==> config.mk <==
export PLATFORM = sky130hd
export DESIGN_NAME = pdmi_dual_mic_input
export DESIGN_NICKNAME = d
export VERILOG_FILES = /design/src/pdmi_dual_mic_input.v
export VERILOG_INCLUDE_DIRS = /design/src /design/src/src
export SDC_FILE = /design/constraint.sdc
export NUM_CORES = 1
export LEC_CHECK = 0
export CORE_MARGIN = 2
export CORE_UTILIZATION = 65
export DETAILED_ROUTE_END_ITERATION = 16
export DONT_BUFFER_PORTS = 1
export GPL_ROUTABILITY_DRIVEN = 0
export PLACE_DENSITY = 0.77
export SLEW_MARGIN = 25
export SYNTH_ARGS = -nofsm -noshare
export SYNTH_HDL_FRONTEND = slang
export SYNTH_SLANG_ARGS = --single-unit
export TNS_END_PERCENT = 20
==> constraint.sdc <==
create_clock -name clk -period 5.8 [get_ports clk]
set_input_delay 1.45 -clock clk [delete_from_list [all_inputs] [get_ports clk]]
set_output_delay 1.45 -clock clk [all_outputs]
set_load 0.01 [all_outputs]
==> src/pdmi_defs.vh <==
`ifndef PDMI_DEFS_VH
`define PDMI_DEFS_VH

// Register offsets on the plain register port.
`define PDMI_ADDR_CTRL       2'h0
`define PDMI_ADDR_DIV        2'h1
`define PDMI_ADDR_STATUS     2'h2

// Control register field positions.
`define PDMI_CTRL_JDF_LO     0
`define PDMI_CTRL_JDF_HI     1
`define PDMI_CTRL_MASTER_BIT 2
`define PDMI_CTRL_SRC_BIT    3
`define PDMI_CTRL_RAT_LO     4
`define PDMI_CTRL_RAT_HI     6

// Field values.
`define PDMI_JDF_MIC_DATA    2'h2
`define PDMI_JDF_RESET       2'h0
`define PDMI_MASTER_RESET    1'h0
`define PDMI_SRC_RESET       1'h0

// Bit clock to sample rate ratio codes.
`define PDMI_RAT_32          3'h0
`define PDMI_RAT_48          3'h1
`define PDMI_RAT_64          3'h2
`define PDMI_RAT_128         3'h3
`define PDMI_RAT_256         3'h4
`define PDMI_RAT_RESET       3'h2

// Timing: system clock rate and the bit clock range the microphones accept.
`define PDMI_CLK_HZ          10000000
`define PDMI_BCLK_MIN_HZ     1000000
`define PDMI_BCLK_MAX_HZ     3300000
// Shortest half period rounds up, longest rounds down.
`define PDMI_HALF_MIN_CYC    ((`PDMI_CLK_HZ + 2 * `PDMI_BCLK_MAX_HZ - 1) / (2 * `PDMI_BCLK_MAX_HZ))
`define PDMI_HALF_MAX_CYC    (`PDMI_CLK_HZ / (2 * `PDMI_BCLK_MIN_HZ))
`define PDMI_HALF_RESET      3'h2

`endif

==> src/pdmi_dual_mic_input.v <==
// Overview of operation
// - Up to two microphones share one data line, read as separate left and right streams.
// - The codec makes the microphone bit clock and is master on that line.
// - Bit clock frequency is held between 1 MHz and 3.3 MHz.
// - Bit clock is 64 times sample rate after reset; 32, 48, 128, 256 selectable.
// - Jack pin function field at binary 10 makes the jack pin the mic data input.
// - Master select bit at 1 makes the port master and drive the bit clock.
// - Input source select at 1 takes mic inputs and disables the converter inputs.
// - One microphone works with the same clock and data wiring as two.
`include "pdmi_defs.vh"
`default_nettype none

module pdmi_dual_mic_input (
    input  wire       clk,
    input  wire       rst,
    input  wire [1:0] reg_addr,
    input  wire [7:0] reg_wdata,
    input  wire       reg_wr,
    input  wire       reg_rd,
    output reg  [7:0] reg_rdata,
    output reg        codec_bit_clock_pin_o,
    output reg        codec_bit_clock_pin_oe,
    input  wire       jack_detect_mic_data_pin_i,
    output reg        pdm_left_o,
    output reg        pdm_right_o,
    output reg        pdm_left_valid,
    output reg        pdm_right_valid,
    output reg        sample_tick,
    output reg        adc_input_enable
);

    localparam integer HALF_MIN_I = `PDMI_HALF_MIN_CYC;
    localparam integer HALF_MAX_I = `PDMI_HALF_MAX_CYC;
    localparam [2:0]   HALF_MIN   = HALF_MIN_I[2:0];
    localparam [2:0]   HALF_MAX   = HALF_MAX_I[2:0];

    reg [1:0] jack_pin_function_select_r;
    reg       port_master_select_r;
    reg       input_source_select_r;
    reg [2:0] ratio_sel_r;
    reg [2:0] half_r;
    reg [2:0] half_cnt_r;
    reg [8:0] bit_cnt_r;
    reg       bclk_r;
    reg       din_meta_r;
    reg       din_sync_r;
    reg       pin_d_r;
    reg [8:0] frame_last;
    reg [2:0] half_nxt;
    wire      mic_path_on;
    wire      half_done;

    // Frame length in bit clocks minus one for the selected ratio.
    always @*
    begin
        case (ratio_sel_r)
            `PDMI_RAT_32:  frame_last = 9'h01F;
            `PDMI_RAT_48:  frame_last = 9'h02F;
            `PDMI_RAT_128: frame_last = 9'h07F;
            `PDMI_RAT_256: frame_last = 9'h0FF;
            default:       frame_last = 9'h03F;
        endcase
    end

    // Written half periods are clamped into the range the microphones accept.
    always @*
    begin
        if (reg_wdata[2:0] < HALF_MIN)
            half_nxt = HALF_MIN;
        else if (reg_wdata[2:0] > HALF_MAX)
            half_nxt = HALF_MAX;
        else
            half_nxt = reg_wdata[2:0];
    end

    assign mic_path_on = (jack_pin_function_select_r == `PDMI_JDF_MIC_DATA)
                         && input_source_select_r && port_master_select_r;
    assign half_done   = (half_cnt_r == half_r - 3'h1);

    always @(posedge clk or posedge rst)
    begin
        if (rst)
        begin
            jack_pin_function_select_r <= `PDMI_JDF_RESET;
            port_master_select_r       <= `PDMI_MASTER_RESET;
            input_source_select_r      <= `PDMI_SRC_RESET;
            ratio_sel_r                <= `PDMI_RAT_RESET;
            half_r                     <= `PDMI_HALF_RESET;
        end
        else if (reg_wr)
        begin
            if (reg_addr == `PDMI_ADDR_CTRL)
            begin
                jack_pin_function_select_r <= reg_wdata[`PDMI_CTRL_JDF_HI:`PDMI_CTRL_JDF_LO];
                port_master_select_r       <= reg_wdata[`PDMI_CTRL_MASTER_BIT];
                input_source_select_r      <= reg_wdata[`PDMI_CTRL_SRC_BIT];
                ratio_sel_r                <= reg_wdata[`PDMI_CTRL_RAT_HI:`PDMI_CTRL_RAT_LO];
            end
            if (reg_addr == `PDMI_ADDR_DIV)
                half_r <= half_nxt;
        end
    end

    always @(posedge clk or posedge rst)
    begin
        if (rst)
            reg_rdata <= 8'h00;
        else if (reg_rd)
        begin
            case (reg_addr)
                `PDMI_ADDR_CTRL:   reg_rdata <= {1'b0, ratio_sel_r, input_source_select_r,
                                                 port_master_select_r, jack_pin_function_select_r};
                `PDMI_ADDR_DIV:    reg_rdata <= {5'h00, half_r};
                `PDMI_ADDR_STATUS: reg_rdata <= {4'h0, mic_path_on, pdm_right_o, pdm_left_o,
                                                 codec_bit_clock_pin_oe};
                default:           reg_rdata <= 8'h00;
            endcase
        end
        else
            reg_rdata <= 8'h00;
    end

    // Two-flop synchroniser for the shared data line.
    always @(posedge clk or posedge rst)
    begin
        if (rst)
        begin
            din_meta_r <= 1'b0;
            din_sync_r <= 1'b0;
        end
        else
        begin
            din_meta_r <= jack_detect_mic_data_pin_i;
            din_sync_r <= din_meta_r;
        end
    end

    // Bit clock generator; the clock runs only while the port is master.
    always @(posedge clk or posedge rst)
    begin
        if (rst)
        begin
            half_cnt_r <= 3'h0;
            bclk_r     <= 1'b0;
            bit_cnt_r  <= 9'h000;
        end
        else if (!port_master_select_r)
        begin
            half_cnt_r <= 3'h0;
            bclk_r     <= 1'b0;
            bit_cnt_r  <= 9'h000;
        end
        else if (half_done)
        begin
            half_cnt_r <= 3'h0;
            bclk_r     <= ~bclk_r;
            if (bclk_r)
                bit_cnt_r <= (bit_cnt_r >= frame_last) ? 9'h000 : bit_cnt_r + 9'h001;
        end
        else
            half_cnt_r <= half_cnt_r + 3'h1;
    end

    always @(posedge clk or posedge rst)
    begin
        if (rst)
        begin
            codec_bit_clock_pin_o  <= 1'b0;
            codec_bit_clock_pin_oe <= 1'b0;
            pin_d_r                <= 1'b0;
            pdm_left_o             <= 1'b0;
            pdm_right_o            <= 1'b0;
            pdm_left_valid         <= 1'b0;
            pdm_right_valid        <= 1'b0;
            sample_tick            <= 1'b0;
            adc_input_enable       <= 1'b1;
        end
        else
        begin
            // Gating with the master bit keeps the pin low from the cycle the output enable drops.
            codec_bit_clock_pin_o  <= bclk_r && port_master_select_r;
            pin_d_r                <= codec_bit_clock_pin_o;
            codec_bit_clock_pin_oe <= port_master_select_r;
            adc_input_enable       <= ~input_source_select_r;
            pdm_left_valid         <= 1'b0;
            pdm_right_valid        <= 1'b0;
            sample_tick            <= 1'b0;
            // The microphones change data right after each pin edge, and the line needs two
            // cycles through the synchroniser. One cycle after a pin edge is seen, the
            // synchroniser still holds the slot that the edge has just closed.
            // This costs two cycles of latency but is safe at the shortest half period.
            if (mic_path_on && codec_bit_clock_pin_o && !pin_d_r)
            begin
                pdm_left_o     <= din_sync_r;
                pdm_left_valid <= 1'b1;
                sample_tick    <= (bit_cnt_r == 9'h000);
            end
            if (mic_path_on && !codec_bit_clock_pin_o && pin_d_r)
            begin
                pdm_right_o     <= din_sync_r;
                pdm_right_valid <= 1'b1;
            end
        end
    end

endmodule

`default_nettype wire

* After elaboration in Yosys (flattened, before gate mapping)
Index checks and enable logic that the tools add are counted.
** Cells by class
- Add/subtract/negate cells :: 3
- Multiply operators :: 0
- Divide/modulo/power cells :: 0
- Order comparisons :: 3
- Eq/ne operators :: 9
- Shift-type cells :: 0
- Multiplexer cells :: 16
- Bitwise gates (word level) :: 2
- Reduce and logical (&&, ||, !) cells :: 15
** Operator list (number)
- 9-bit 2-to-1 mux :: 4
- 8-bit one-hot mux with 4 select lines :: 1
- 7-bit one-hot mux with 3 select lines :: 1
- 3-bit 2-to-1 mux :: 4
- 9-bit by 1-bit adder with 9-bit output, second input constant :: 1
- 9-bit greater-or-equal comparator :: 1
- 9-bit logical NOT :: 1
- 8-bit 2-to-1 mux :: 1
- 1-bit logical AND :: 7
- 2-bit AND reduction :: 3
- 1-bit 2-to-1 mux :: 5
- 2-bit equality test, second input constant :: 2
- 2-bit by 1-bit != test with 1-bit output, second input constant :: 2
- 3-bit by 1-bit adder with 3-bit output, second input constant :: 1
- 3-bit by 1-bit equality test with 1-bit output, second input constant :: 1
- 3-bit by 2-bit equality test with 1-bit output, second input constant :: 1
- 3-bit equality test :: 1
- 3-bit equality test, second input constant :: 1
- 3-bit > comparator, second input constant :: 1
- 3-bit logical NOT :: 1
- 3-bit by 2-bit less-than comparator with 1-bit output, second input constant :: 1
- 3-bit by 1-bit subtractor with 3-bit output, second input constant :: 1
- 2-bit by 1-bit equality test with 1-bit output, second input constant :: 1
- 1-bit logical NOT :: 2
- 2 further kinds :: 3
** Word-level totals
- Register bits after elaboration :: 42
- Latch bits :: 0
- RAM bits :: 0
- ROM bits :: 0
- Output and inout bits :: 16
- Word-level logic and storage cells :: 68
- Memories kept :: 0

* Longest topological paths before layout
Gate-level depths: netlist of the first run.
- Depth after elaboration :: 7
- Depth in mapped cells :: 9
- Gate-level depth less buffers :: 8

* Worst setup path before layout of the first run
No wires, ideal clock.
- Path kind :: input -> register
- Start point :: input reg_addr[0]
- End point :: register jack_pin_function_select_r[0]
- Library setup time :: 0.125 ns
- Arrival :: 2.361 ns
- Data required time :: 5.675 ns
- Path slack :: 3.314 ns
- Stages on the path :: 5
- Path buffers :: 2
- Cells stage by stage :: buf_2 nor2_1 and2_1 buf_2 mux2_2
** Between the ends
- Word-level cells in the longest chain between the ends :: 2
** Ends and longest elaborated chain
- start: declaration :: line pdmi_dual_mic_input.v:16 : input wire [1:0] reg_addr,
- 2-bit logical NOT
- 2-bit AND reduction (no source line)
- end signal: assignment :: line pdmi_dual_mic_input.v:84 : jack_pin_function_select_r <= `PDMI_JDF_RESET;
- end signal: assignment :: line pdmi_dual_mic_input.v:94 : jack_pin_function_select_r <= reg_wdata[`PDMI_CTRL_JDF_HI:`PDMI_CTRL_JDF_LO];
- end: declaration :: line pdmi_dual_mic_input.v:37 : reg [1:0] jack_pin_function_select_r;
No other way between the ends.
A chain may end at the register's enable or synchronous reset.

* Worst setup path in the final report of the first run
- Start point :: register ratio_sel_r[1]
- End point :: register bit_cnt_r[1]
** Between the ends
- Word-level cells in the longest chain between the ends :: 7
** Ends and longest elaborated chain
- start: declaration :: line pdmi_dual_mic_input.v:40 : reg [2:0] ratio_sel_r;
- start signal: assignment :: line pdmi_dual_mic_input.v:87 : ratio_sel_r <= `PDMI_RAT_RESET;
- start signal: assignment :: line pdmi_dual_mic_input.v:97 : ratio_sel_r <= reg_wdata[`PDMI_CTRL_RAT_HI:`PDMI_CTRL_RAT_LO];
- 3-bit equality test, or another cell as far along :: line pdmi_dual_mic_input.v:56 : case (ratio_sel_r)
- 8-bit one-hot mux with 4 select lines (*) :: line pdmi_dual_mic_input.v:56
- 9-bit greater-or-equal comparator (*) :: line pdmi_dual_mic_input.v:158 : bit_cnt_r <= (bit_cnt_r >= frame_last) ? 9'h000 : bit_cnt_r + 9'h001;
- 9-bit 2-to-1 mux (*) :: line pdmi_dual_mic_input.v:158
- 9-bit 2-to-1 mux (*) :: line pdmi_dual_mic_input.v:157 : if (bclk_r)
- 9-bit 2-to-1 mux (*) :: line pdmi_dual_mic_input.v:153 : else if (half_done)
- 9-bit 2-to-1 mux (*) :: line pdmi_dual_mic_input.v:147 : else if (!port_master_select_r)
- end signal: assignment :: line pdmi_dual_mic_input.v:158
- end: declaration :: line pdmi_dual_mic_input.v:43 : reg [8:0] bit_cnt_r;
Every way passes the cells marked *; elsewhere a longest branch is shown, timed or not. The select of a mux whose other input is x is not followed.

==> qor.csv, run 1 <==
metric;value;unit
Syn Std Cell Area;0.00197;sq mm
cell count after synthesis;175;
unrepaired setup endpoints after global routing;false;
Worst EP required;6.05;ns
P_leak;0.927;nW
total gr overflow;0;
Sink Count;41;
Fmax achieved;418;MHz
RR Startpoint;ratio_sel_r[1];
Syn Nets;198;
setup TNS;0;ns
crit-path max FO;9;
Seq cells post-synth;41;
Synth Warn #;0;
Hold EP;din_sync_r;
Initial DRT Pass Iterations;4;
outcome;completed;
final WL;3.44;mm
Layout fillers;199;
fin. max-slew vios;0;
Synth Area in Simple Gates;0.168;
share of layout cells above drive strength 1;0.145;
Slew @ Worst Pin;0.556;ns
Synth Area in Adders;0.0559;
proportion of netlist area held by the largest area contributor;0.483;
All-Layer GR Usage;0.224;
Seq/Total Area, Yosys;0.523;
Post-synth ARST share;1.00;
vias in the first global route;1250;
cells on worst reg2reg path;7;
# DRC;0;
flop2flop setup slack;3.41;ns
DRT iter0 DRCs;49;
type of the most critical hold path;register to register;
cell with the most instances after synthesis;dfrtp_1;
Mean Syn Cell Area;11.3;sq um
Commonest cells post-synth;38 x dfrtp_1, 16 x nand2_1, 15 x inv_1;
row count;19;
hold path depth;0;
initial core utilization;0.696;
critical path class;register to register;
Synth Flop Type;dfrtp_1;
Clk pin slew, worst setup/hold paths;0.12;ns
CTS Buffer Depth;2;
drt wl/cell;16.4;um
placed instance area;0.00199;sq mm
drt via density;6.15;
Reg-to-Reg End;bit_cnt_r[1];
CP arrival;2.65;ns
Root Buffer;clkbuf_4;
Final Hold Vio Count;0;
multiplexer area fraction after synthesis;0.0667;
Layout Area Growth over Synthesis;5.27;%
total of max-cap violations;0;
via count;1292;
num ports;31;
die area;0.00349;sq mm
post-synth cell types;43;
Crit. End Element;register;
design area;0.00207;sq mm
Post-CTS Resized;0;
Post-DP HPWL;2.46;mm
Compound-Gate Fraction of Synth Area;0.112;
Post-synth EDFFs;0;
largest net degree at the start of global routing;42;
Routed Antenna Nets;0;
Max VDD drop;0.230;mV
number of buffers added on ports;0;
H-tree depth;2;
final net count;201;
TritonCTS clock tree;yes;
fin crit period;2.39;ns
largest family of logic cells by synthesized area;simple AND/OR/NAND/NOR gates;
Die X;59.0;um
Worst Skew;0.0103;ns
Final period util;0.413;
hold_buf cts;0;
clock latency on the worst-skew pair;0.35;ns
Die Y;59.0;um
initial antenna violation count;0;
# setup viols final;0;
largest cells by area after synthesis;dfrtp_1 48%, mux2_2 5.1%, ha_1 5.1%;
setup bufs post-CTS;0;
post-synthesis xor/xnor area fraction;0.0292;
Pwr per Cell Area;313;mW/mm^2
Critical Path Start;ratio_sel_r[1];
slew margin rel.;0.629;
Hold Path Origin;din_meta_r;
CTS Buf Count;5;
CP Launch Type;register;
Synth area leader;dfrtp_1;
first-pass GRT wire length;5.70;mm
Core Area;0.00283;sq mm
# diodes;0;
[sequential cells by signal, indices dropped and copies added, names as in the netlist, 2 cells and up]
name and flops:
jack_pin_function_select_r 2, ratio_sel_r 3, half_r 3, bit_cnt_r 9
half_cnt_r 3, reg_rdata 7
[worst max-delay path by stage]
stage                                          endpoint  slack (ns)  cells past startpoint
after floorplan           jack_pin_function_select_r[0]        3.31                      5
after global placement                   ratio_sel_r[0]        3.25                      3
after detailed placement                 ratio_sel_r[0]        3.22                      3
after CTS                                  bit_cnt_r[1]        3.37                      8
after global routing                       bit_cnt_r[1]        3.26                      8
final                                      bit_cnt_r[1]        3.41                      7
[power by group]
group	switching, mW	total [mW]	internal [mW]
Sequential	0.0330	0.352	0.319
Combinational	0.0569	0.104	0.0472
Clock	0.0902	0.193	0.103
[worst max-delay path, stage by stage, from the launching register on]
cell	delay [ns]
dfstp_2	0.58
nand2_1	0.06
o21a_1	0.17
ha_1	0.29
a21o_1	0.21
a2111oi_4	0.59
nand3_4	0.23
o32ai_1	0.18
[logic make-up (layout without fill, tap and decap cells)]
| family | after synthesis | in the layout |
|---|---|---|
| xor gates and xnor gates | 5 | 5 |
| buffers and inverters | 20 | 24 |
| and+or+nand+nor | 59 | 59 |
| adders and majority gates | 9 | 9 |
| AOI/OAI and AO/OA | 28 | 28 |
| muxes | 12 | 12 |
| other | 1 | 1 |
| DFF | 41 | 41 |
[final cells by class]
cell class / instances / area [sq um] / share of cell area
clock buffers: 7 / 55.1 / 0.0266
inverters: 15 / 56.3 / 0.0272
flip-flops and latches: 41 / 1030 / 0.497
clock inverters: 1 / 30.0 / 0.0145
well taps: 31 / 38.8 / 0.0187
repair buffers: 1 / 7.51 / 0.00362
multi-input cells: 114 / 856 / 0.413
[per-stage QoR]
stage / utilization / total power, mW / setup WS [ns] / hold slack (ns) / instances
final: 0.733 / 0.649 / 3.41 / 0.362 / 210
after global placement: 0.703 / 0.454 / 3.25 / 0.338 / 202
after detailed placement: 0.703 / 0.459 / 3.22 / 0.337 / 202
after floorplan: - / 0.436 / 3.31 / 0.331 / 175
after global routing: 0.733 / 0.679 / 3.26 / 0.367 / 210
after CTS: 0.733 / 0.657 / 3.37 / 0.365 / 210
[routing by layer]
| metal | routed length (um) | vias to the layer above | track usage | part of all wire |
|---|---|---|---|---|
| li1 | - | 623 | - | - |
| met1 | 1520 | 637 | 0.289 | 0.44 |
| met2 | 1740 | 26 | 0.365 | 0.51 |
| met3 | 129 | 6 | 0.0699 | 0.037 |
| met4 | 48 | 0 | 0.0682 | 0.014 |
| met5 | 0 | - | 0 | 0 |
[layout by cell type (no fill, tap or decap), drive strengths merged, types with 5 or more instances in the layout]
master,synthesis,final
nor2,8,8
clkbuf,0,7
nand2,16,16
and2,5,5
a31oi,6,6
and3,6,6
ha,8,8
o22ai,7,7
o21ai,6,6
mux2,9,9
nand3,5,5
dfrtp,38,38
inv,15,15
Note: power is estimated with default switching activity, not from simulation.
==> inputs of run 2 (changes only) <==
Settings changed: CORE_UTILIZATION 65 to 62, PLACE_DENSITY 0.77 to 0.74.
Clock period 5.8 ns to 2.25 ns, I/O delays scaled along.
==> run 2 against run 1 <==
Global-route usage about the same. Wire length up 4.8%. Core utilization fell by 2.3 points. Non-clock buffer count increased by 3. Clock power increased by 85%. Largest power group unchanged. Highest routed layer unchanged.
==> qor.csv, run 2 (synthesized netlist as in run 1, its figures left out) <==
metric;value;unit
unrepaired setup endpoints after global routing;true;
Worst Skew;0.0126;ns
Max stage delay on crit path;0.59;ns
row count;20;
num ports;31;
Final Hold Vio Count;0;
Post-DP HPWL;2.57;mm
RR Startpoint;ratio_sel_r[1];
CP cell instances;nor2_1 > nand2_1 > o21a_1 > ha_4 > a21o_1 > a2111oi_4 > buf_4 > a31oi_1 > o22ai_1;
placed cells;216;
Hold WS;0.0716;ns
crit-path max FO;6;
final net count;205;
Largest register FFs;9;
Initial DRT Pass Iterations;5;
DRT iter0 DRCs;110;
hold_buf cts;0;
Slowest cell on crit path;dfstp_2;
cells on worst reg2reg path;9;
type of the most critical hold path;primary input to async pin;
CP arrival;2.52;ns
Routed Antenna Nets;0;
# DRC;0;
# diodes;0;
critical path class;register to register;
slack of the critical path;0.0157;ns
largest net degree at the start of global routing;32;
Regs by FF count;bit_cnt_r x9, reg_rdata x7;
design area;0.00215;sq mm
drt wl/cell;15.9;um
Crit. End Element;register;
Biggest register;bit_cnt_r;
Fmax achieved;448;MHz
H-tree depth;2;
vias in the first global route;1299;
most common cell after layout, fill and taps aside;dfrtp_1;
Worst EP required;2.53;ns
initial core utilization;0.650;
final WL;3.61;mm
outcome;completed;
CTS Buf Count;5;
first-pass GRT wire length;5.91;mm
fin crit period;2.23;ns
# setup viols final;0;
Die Y;60.4;um
CTS Buffer Depth;2;
Pwr Total;1.56;mW
drt via density;5.98;
Sink Count;41;
most frequent cells in the layout;38 x dfrtp_1, 16 x nand2_1, 15 x inv_1;
Clk pin slew, worst setup/hold paths;0.12;ns
Layout Area Growth over Synthesis;9.15;%
via count;1358;
total gr overflow;0;
Final period util;0.993;
P_leak;0.936;nW
Max VDD drop;0.463;mV
Critical Path Start;ratio_sel_r[1];
pre-CTS WS;-0.0208;ns
Root Buffer;clkbuf_4;
Non-Filler Instances;227;
Core Area;0.00303;sq mm
TritonCTS clock tree;yes;
total of max-cap violations;0;
die area;0.00364;sq mm
Pwr per Cell Area;725;mW/mm^2
fin. max-slew vios;0;
placed instance area;0.00202;sq mm
Die X;60.4;um
clock latency on the worst-skew pair;0.35;ns
share of layout cells above drive strength 1;0.197;
All-Layer GR Usage;0.225;
number of buffers added on ports;0;
initial antenna violation count;0;
CP Launch Type;register;
## run 2: changes by cell type in the layout (fill, tap and decap cells not counted), moves of 2 or more
cell,before,now
o22ai_1,6,4
clkinv_2,0,2
buf_4,1,3
o22ai_2,1,3
## run 2: critical path: cells and delay by family, from the launching register on
kind	cells	cell delay, ns
AO/OA/AOI/OAI	5	0.99
adder cells (fa/ha/maj)	1	0.22
buffers and inverters	1	0.21
flip-flops	1	0.59
AND/OR/NAND/NOR	2	0.15
## run 2: area by class of cell
| type | count | area, sq um |
|---|---|---|
| clock inverter | 3 | 17.5 |
| multi-input combinational | 115 | 911 |
| tap | 44 | 55.1 |
| inverter | 15 | 56.3 |
| timing repair buffer | 4 | 42.5 |
| clock buffer | 5 | 37.5 |
| sequential | 41 | 1030 |
| fill | 243 | 878 |
## run 2: repair_timing
item,4_1_cts,5_1_grt
gates cloned,0,1
pin swaps,1,6
buffers inserted,0,2
gates resized for setup,0,6
endpoints found under the setup margin,6,9
## run 2: worst paths after layout
kind | endpoint | slack [ns]
max | bit_cnt_r[3] | 0.02
min | sample_tick | 0.07
max reg2reg | bit_cnt_r[3] | 0.02
min reg2reg | din_sync_r | 0.36
max in group asynchronous | half_r[1] | 1.60
min in group clk | din_meta_r | 0.23
## run 2: per-layer routing
layer | vias to the layer above | global-route usage | routed length, um
met1 | 663 | 0.274 | 1540
met4 | 0 | 0.105 | 89
met5 | - | 0 | 0
met3 | 9 | 0.0682 | 189
met2 | 53 | 0.368 | 1780
li1 | 633 | - | -
## run 2: power breakdown
part,internal (mW),total [mW],switching (mW)
logic,0.137,0.295,0.158
clock network,0.118,0.357,0.239
registers,0.822,0.906,0.0842
total,1.08,1.56,0.481
## run 2: metrics by stage
step           setup TNS [ns]  utilization
6_report                    0        0.710
5_1_grt                -0.399        0.710
4_1_cts                     0        0.687
3_5_place_dp          -0.0283        0.669
3_3_place_gp                0        0.669
2_1_floorplan               0            -
